### src/rtl/odrd_regs.svh
// Register offsets, field positions, reset values and timing counts
`ifndef ODRD_REGS_SVH
`define ODRD_REGS_SVH

// ==========================================================
// Register map (byte addresses)
`define ODRD_CTRL_OFFS 8'h00
`define ODRD_STAT_OFFS 8'h04
`define ODRD_PEND_OFFS 8'h08

// ==========================================================
// Control register fields
`define ODRD_CTRL_W 16
`define ODRD_COARSE_HI 15
`define ODRD_COARSE_LO 13
`define ODRD_FINE_HI 10
`define ODRD_FINE_LO 0
`define ODRD_CTRL_RST 16'h0000

// ==========================================================
// Divider arithmetic
`define ODRD_DIV_W 17
`define ODRD_BASE_MULT 17'h00180
`define ODRD_FINE_SAT 11'h5ff
`define ODRD_DIV_RST 17'h00600

// ==========================================================
// Rate change hold-off, in output data periods
`define ODRD_HOLD_PERIODS 5'h10

`endif

### src/rtl/odrd_pkg.sv
// Types shared by the output data rate divider
package odrd_pkg;

    // APB request from the bus master
    typedef struct packed {
        logic [7:0] paddr;
        logic psel;
        logic penable;
        logic pwrite;
        logic [31:0] pwdata;
    } odrd_apb_req_t;

    // APB answer to the bus master
    typedef struct packed {
        logic pready;
        logic pslverr;
        logic [31:0] prdata;
    } odrd_apb_rsp_t;

    // Hold-off sequencer states
    typedef enum logic [0:0] {
        ODRD_RUN,
        ODRD_HOLD
    } odrd_state_t;

endpackage

### src/rtl/odrd_top.sv
// Output data rate divider: period register, divider arithmetic and sample timer
`timescale 1ns/1ps
`default_nettype none
`include "odrd_regs.svh"

// What this block does
// RL1 - Fine value times fine factor lengthens period
// RL2 - Fine factors 1,32,16,8,4,2,1,1 per code
// RL3 - Fine values above 1535 act as 1535
// RL4 - Fine zero gives 49152, 24576, 12288 cycles
// RL5 - Reserved bits written zero, ignored by arithmetic
// RL6 - Divider is coarse times 384 plus fine
// RL7 - Coarse factors 4,128,64,32,16 from bits 15:13
// RL8 - New rate applies after 16 old periods
// RL9 - Rate register moves as 16 bits
module odrd_top
    import odrd_pkg::*;
(
    input wire logic sys_clk_i,
    input wire logic arst_n_i,
    input wire odrd_apb_req_t apb_req_i,
    output var odrd_apb_rsp_t apb_rsp_o,
    output logic sample_tick_o,
    output logic [`ODRD_DIV_W-1:0] active_div_o
);

    // ==========================================================
    // Divider arithmetic

    // Coarse cycle factor of a coarse select code
    function automatic logic [7:0] coarse_factor(input logic [2:0] code);
        logic [7:0] f;
        f = 8'h01;
        case (code)
            3'h0: f = 8'h04; // RL7
            3'h1: f = 8'h80; // RL7
            3'h2: f = 8'h40; // RL7
            3'h3: f = 8'h20; // RL7
            3'h4: f = 8'h10; // RL7
            3'h5: f = 8'h08;
            3'h6: f = 8'h02;
            default: f = 8'h01;
        endcase
        return f;
    endfunction

    // Fine cycle factor of a coarse select code
    function automatic logic [5:0] fine_factor(input logic [2:0] code);
        logic [5:0] f;
        f = 6'h01;
        case (code)
            3'h1: f = 6'h20; // RL2
            3'h2: f = 6'h10; // RL2
            3'h3: f = 6'h08; // RL2
            3'h4: f = 6'h04; // RL2
            3'h5: f = 6'h02; // RL2
            default: f = 6'h01; // RL2
        endcase
        return f;
    endfunction

    // Period in clock cycles for a control word; reserved bits never read
    function automatic logic [`ODRD_DIV_W-1:0] period_of(input logic [`ODRD_CTRL_W-1:0] ctrl);
        logic [2:0] code;
        logic [10:0] fine;
        logic [`ODRD_DIV_W-1:0] base;
        logic [`ODRD_DIV_W-1:0] extra;
        code = ctrl[`ODRD_COARSE_HI:`ODRD_COARSE_LO]; // RL7 RL5
        fine = ctrl[`ODRD_FINE_HI:`ODRD_FINE_LO]; // RL5
        if (fine > `ODRD_FINE_SAT) begin
            fine = `ODRD_FINE_SAT; // RL3
        end
        base = `ODRD_DIV_W'(coarse_factor(code)) * `ODRD_BASE_MULT; // RL6 RL4
        extra = `ODRD_DIV_W'(fine_factor(code)) * `ODRD_DIV_W'(fine); // RL1
        return base + extra; // RL6
    endfunction

    // ==========================================================
    // State

    logic [`ODRD_CTRL_W-1:0] ctrl_q;
    logic [`ODRD_DIV_W-1:0] pend_div_q;
    logic [`ODRD_DIV_W-1:0] active_div_q;
    logic [`ODRD_DIV_W-1:0] cnt_q;
    logic [4:0] hold_q;
    odrd_state_t state_q;
    logic tick_q;
    logic pready_q;
    logic pslverr_q;
    logic [31:0] prdata_q;
    logic acc_req;
    logic wr_fire;
    logic rd_hit;
    logic period_end;

    // ==========================================================
    // APB slave

    // Access phase waiting for the one wait state to elapse
    assign acc_req = apb_req_i.psel & apb_req_i.penable & ~pready_q;
    // Write completes at the edge where pready is sampled high
    assign wr_fire = apb_req_i.psel & apb_req_i.penable & pready_q & apb_req_i.pwrite;
    assign period_end = (cnt_q == active_div_q - `ODRD_DIV_W'(1));

    // Address decode for read data and error
    always_comb begin
        rd_hit = 1'b1;
        if (apb_req_i.paddr == `ODRD_CTRL_OFFS) begin
            rd_hit = 1'b1;
        end else if (apb_req_i.paddr == `ODRD_STAT_OFFS) begin
            rd_hit = ~apb_req_i.pwrite;
        end else if (apb_req_i.paddr == `ODRD_PEND_OFFS) begin
            rd_hit = ~apb_req_i.pwrite;
        end else begin
            rd_hit = 1'b0;
        end
    end

    // Ready pulse, one wait state after the access phase begins
    always_ff @(posedge sys_clk_i or negedge arst_n_i) begin
        if (!arst_n_i) begin
            pready_q <= 1'b0;
            pslverr_q <= 1'b0;
        end else begin
            pready_q <= acc_req;
            pslverr_q <= acc_req & ~rd_hit;
        end
    end

    // Read data captured with the ready pulse; 16-bit control in low half
    always_ff @(posedge sys_clk_i or negedge arst_n_i) begin
        if (!arst_n_i) begin
            prdata_q <= 32'h0000_0000;
        end else if (acc_req & ~apb_req_i.pwrite) begin
            if (apb_req_i.paddr == `ODRD_CTRL_OFFS) begin
                prdata_q <= {16'h0000, ctrl_q}; // RL9
            end else if (apb_req_i.paddr == `ODRD_STAT_OFFS) begin
                prdata_q <= {15'h0000, active_div_q};
            end else if (apb_req_i.paddr == `ODRD_PEND_OFFS) begin
                // Pending flag in bit 31, periods left in 21:17, divider in 16:0
                prdata_q <= {state_q == ODRD_HOLD, 9'h000, hold_q, pend_div_q};
            end else begin
                prdata_q <= 32'h0000_0000;
            end
        end else if (acc_req) begin
            prdata_q <= 32'h0000_0000;
        end
    end

    // Control register: the whole 16-bit word is taken at once
    always_ff @(posedge sys_clk_i or negedge arst_n_i) begin
        if (!arst_n_i) begin
            ctrl_q <= `ODRD_CTRL_RST;
        end else if (wr_fire && apb_req_i.paddr == `ODRD_CTRL_OFFS) begin
            ctrl_q <= apb_req_i.pwdata[`ODRD_CTRL_W-1:0]; // RL9
        end
    end

    // ==========================================================
    // Rate change sequencer

    // A write arms a 16-period hold-off; a rewrite restarts it
    always_ff @(posedge sys_clk_i or negedge arst_n_i) begin
        if (!arst_n_i) begin
            state_q <= ODRD_RUN;
            hold_q <= 5'h00;
            pend_div_q <= `ODRD_DIV_RST;
            active_div_q <= `ODRD_DIV_RST;
        end else if (wr_fire && apb_req_i.paddr == `ODRD_CTRL_OFFS) begin
            state_q <= ODRD_HOLD;
            hold_q <= `ODRD_HOLD_PERIODS; // RL8
            pend_div_q <= period_of(apb_req_i.pwdata[`ODRD_CTRL_W-1:0]);
        end else begin
            case (state_q)
                ODRD_RUN: begin
                    hold_q <= 5'h00;
                end
                ODRD_HOLD: begin
                    if (period_end) begin
                        hold_q <= hold_q - 5'h01; // RL8
                        if (hold_q == 5'h01) begin
                            active_div_q <= pend_div_q; // RL8
                            state_q <= ODRD_RUN;
                        end
                    end
                end
                default: begin
                    state_q <= ODRD_RUN;
                end
            endcase
        end
    end

    // ==========================================================
    // Sample period timer

    // Counts reference clock cycles; wraps at the active divider
    always_ff @(posedge sys_clk_i or negedge arst_n_i) begin
        if (!arst_n_i) begin
            cnt_q <= `ODRD_DIV_W'(0);
            tick_q <= 1'b0;
        end else if (period_end) begin
            cnt_q <= `ODRD_DIV_W'(0);
            tick_q <= 1'b1; // RL1 RL6
        end else begin
            cnt_q <= cnt_q + `ODRD_DIV_W'(1);
            tick_q <= 1'b0;
        end
    end

    // ==========================================================
    // Outputs

    // All outputs come from flip-flops
    always_comb begin
        apb_rsp_o.pready = pready_q;
        apb_rsp_o.pslverr = pslverr_q;
        apb_rsp_o.prdata = prdata_q;
    end
    assign sample_tick_o = tick_q;
    assign active_div_o = active_div_q;

endmodule

`default_nettype wire

### config.mk
export PLATFORM = sky130hd
export DESIGN_NAME = odrd_top
export DESIGN_NICKNAME = d
export VERILOG_FILES = /design/src/rtl/odrd_pkg.sv /design/src/rtl/odrd_top.sv
export VERILOG_INCLUDE_DIRS = /design/src /design/src/rtl
export SDC_FILE = /design/constraint.sdc
export NUM_CORES = 1
export LEC_CHECK = 0
export ABC_AREA = 1
export BUFFER_PORTS_ARGS = -buffer_cell sky130_fd_sc_hd__buf_4
export CORE_ASPECT_RATIO = 0.8
export CORE_UTILIZATION = 40
export DETAILED_ROUTE_END_ITERATION = 16
export HOLD_SLACK_MARGIN = 0.06
export PLACE_DENSITY_LB_ADDON = 0.25
export SLEW_MARGIN = 20
export SYNTH_ARGS = -nofsm -noshare
export SYNTH_HDL_FRONTEND = slang
export SYNTH_SLANG_ARGS = --single-unit
### constraint.sdc
create_clock -name sys_clk_i -period 6.3 [get_ports sys_clk_i]
set_clock_uncertainty 0.05 [all_clocks]
set_input_delay 0.63 -clock sys_clk_i [delete_from_list [all_inputs] [get_ports sys_clk_i]]
set_output_delay 0.63 -clock sys_clk_i [all_outputs]
set_load 0.02 [all_outputs]
==> results.md <==
- Status: completed
- Core box area: 19090 um^2
- Total Routing Usage GR: 21.57%
- DR iter-0 viols: 651
- Congestion Overflow GR: 0
- Worst Path Buf+Inv: 7
- Setup CP Type: in2reg
- Critical Path AT: 5.41 ns
- Placed cell areas: 8650 um^2
- Place WS: 0.7488 ns
- Final Instance Area: 8941 um^2
- Cells after synthesis: 1019
- CP cell instances: buf_4, inv_1, nand2_1, nor2_1, inv_1, ha_1, inv_1, a21oi_1, inv_1, nor2_1, fa_1, fa_1, fa_1, inv_1, fa_1, inv_1, ha_1, nand2_1, o21ai_0, a21oi_1, o21bai_1, a21oi_1, o21ai_0, nand2_1
- R2R Setup Slk: 3.25 ns
- DR vias: 6748
- Filler cells: 1922
- CTS tree: done
- Total CTS buffers: 9
- Leakage Power: 4.908 nW
- Top delay family on crit path: adder cells
- Critical path data required time: 6.49 ns
- Max stage delay cell, worst path: fa_1
- Commonest non-fill, non-tap cell in the layout: nand2_1
- Vias in the first global route: between 6000 and 7000
- Global-route wire length before repair: 33560 um
- Worst skew pair latency: around 0.36 ns
- Max-Cap Viols: 0
- Fin crit period: 5.220 ns
- Die X: 158.6 um
- Max Root-Sink Buffers: 2
- Clk pin slew, worst setup/hold paths: 0.07 ns
- Fmax: 191.6 MHz
- Initial Utilization: 41.11%
- Detail Placement HPWL: ~16000 um
- Post-CTS Hold Buffers: 0
- Worst rel slew slack: 25.36%
- H-Tree Level Count: 3
- RSZ-0062 raised after global routing: false
- Nets: ~1200
- Commonest non-fill, non-tap cells in the layout: 254 x nand2_1, 135 x inv_1, 117 x nor2_1
- Cell variety after synth: 42
- FP Rows: 45
- Post-Route M1 WL: 10160 um
- Post-CTS Setup Repair Bufs: 0
- WL met2: 8724 um
- Synthesized cell area: 7848 um^2
- Peak supply drop: between 0.1 and 0.15 mV
- Gpl congestion: between 0.9 and 1
- Synth Register Bits: between 90 and 100
- Max incr delay on CP: between 0.5 and 0.6 ns
- HP Class: in2async
- Root buffer cell: clkbuf_16
- Synth Warn #: 0
- Worst Max-Slew Pin Slew: approximately 1.1 ns
- Fraction of layout cells with a size suffix above 1: 13.44%
- Sequential area share after synthesis: 31.63%
- DRC Markers: 0
- Setup WS post-layout: 1.080 ns
- Final period utilization: between 80% and 90%
- Antenna Violating Nets Remaining: 0
- Largest net degree at the start of global routing: 54
- Final Hold Viols: 0
- Worst Setup End Kind: register
- # setup viols final: 0
- Slew Limit Fails: 0
- Die height: ~130 um
- Worst-path maximum fanout: 5
- Uppermost routed layer: met4
- Initial antenna violation count: 0
- Hold slack: 0.2414 ns
- R2r startpoint: active_div_o[0]$_DFFE_PN0P_
- Layout Utilization: a little under half
- Vias/cell: between 4 and 5
- IO Count: slightly below 100
- P&R area growth vs syn: 13.94%
- First drt pass iteration count: 5
- Final WL: 20200 um
- # clock sinks: 99
- Full die area: between 20000 and 25000 um^2
- Startpoint types: primary input
- CP startpoint: apb_req_i[13]
- Most frequent CP cell: inv_1
- Met3 routed WL: 1116 um
- Synthesized area per cell: 7.701 um^2
- Post-cts resize count: 0
- Sum Neg Setup Slack: 0 ns
- Antenna cells: 0
- Routed wire length per instance: 14.94 um
- Power density over cell area: around 170 nW/um^2
- PortBufs: 71
[state kept, by name, summed over array words and instances, names as in the netlist]
| name | flops |
|---|---|
| active_div_o | 17 |
| pready_q | 1 |
| pend_div_q | 17 |
| hold_q | 5 |
| ctrl_q | 16 |
| state_q | 1 |
| cnt_q | 17 |
| prdata_q | 23 |
| sample_tick_o | 1 |
| pslverr_q | 1 |
[per-layer routing]
layer | track usage (%) | vias up
li1 | - | 3352
met1 | 32.39 | 3199
met2 | 32.15 | 178
met3 | 4.003 | 19
met4 | 4.525 | 0
met5 | 0 | -
[cells in the mapped netlist, drive strengths merged]
master  count  area, um^2
buf        19       143.9
nand4      42       277.8
nor4        2       18.77
clkbuf     19       71.32
ha         39       488.0
a221oi      1       8.760
o31ai       4       30.03
clkinv      2       7.510
and3        1       6.260
dfrtp      95        2377
o21bai      4       30.03
fa         47       940.9
nor3        5       30.03
dfstp       4       105.1
inv       141       529.3
nand2     261       997.2
xor2       21       191.4
o21ai      65       325.3
nand3      56       305.3
a22o        5       43.79
or2         4       25.02
nor2      131       566.8
nand3b      5       37.54
a21o        2       15.01
a31oi       1       6.260
o211ai      1       7.510
xnor2      13       113.9
conb        1       3.750
o22ai       3       18.77
a21oi      25       125.1
[layout make-up]
type	instances	area, um^2	share of cell area, %
inverters	143	536.8	6.003
clock buffers	13	270.3	3.023
multi-input cells	748	4647	51.97
flip-flops and latches	99	2482	27.76
repair buffers	88	660.6	7.389
clock inverters	3	21.27	0.2379
well taps	258	322.8	3.610
[metrics by stage]
stage          power (mW)  instances
2_1_floorplan      0.8702       1028
5_1_grt             1.590       1352
3_3_place_gp       0.9661       1336
6_report            1.508       1352
4_1_cts             1.522       1352
3_5_place_dp       0.9711       1336
[worst paths after layout]
path	to	cells after the start
setup / recovery	pend_div_q[13]$_DFFE_PN0P_	24
hold / removal	pready_q$_DFF_PN0_	1
setup reg to reg	hold_q[4]$_DFFE_PN0P_	13
hold reg to reg	ctrl_q[8]$_DFFE_PN0P_	2
max in group asynchronous	cnt_q[11]$_DFF_PN0_	2
min in group sys_clk_i	ctrl_q[12]$_DFFE_PN0P_	3
[power breakdown]
part / total (mW) / switching [mW] / internal, mW
registers: 0.639 / 0.00169 / 0.637
logic: 0.319 / 0.195 / 0.124
clock network: 0.550 / 0.249 / 0.301
[logic make-up (layout without fill, tap and decap cells)]
kind of cell	after synthesis	after routing	synth area share, %
flip-flops	99	99	31.63
XOR/XNOR	34	34	3.890
adder cells (fa/ha/maj)	86	86	18.21
buffers and inverters	181	247	9.582
other	1	10	0.04779
AO/OA/AOI/OAI	111	111	7.781
AND/OR/NAND/NOR	507	507	28.86
(Power assumes the default switching activity.)
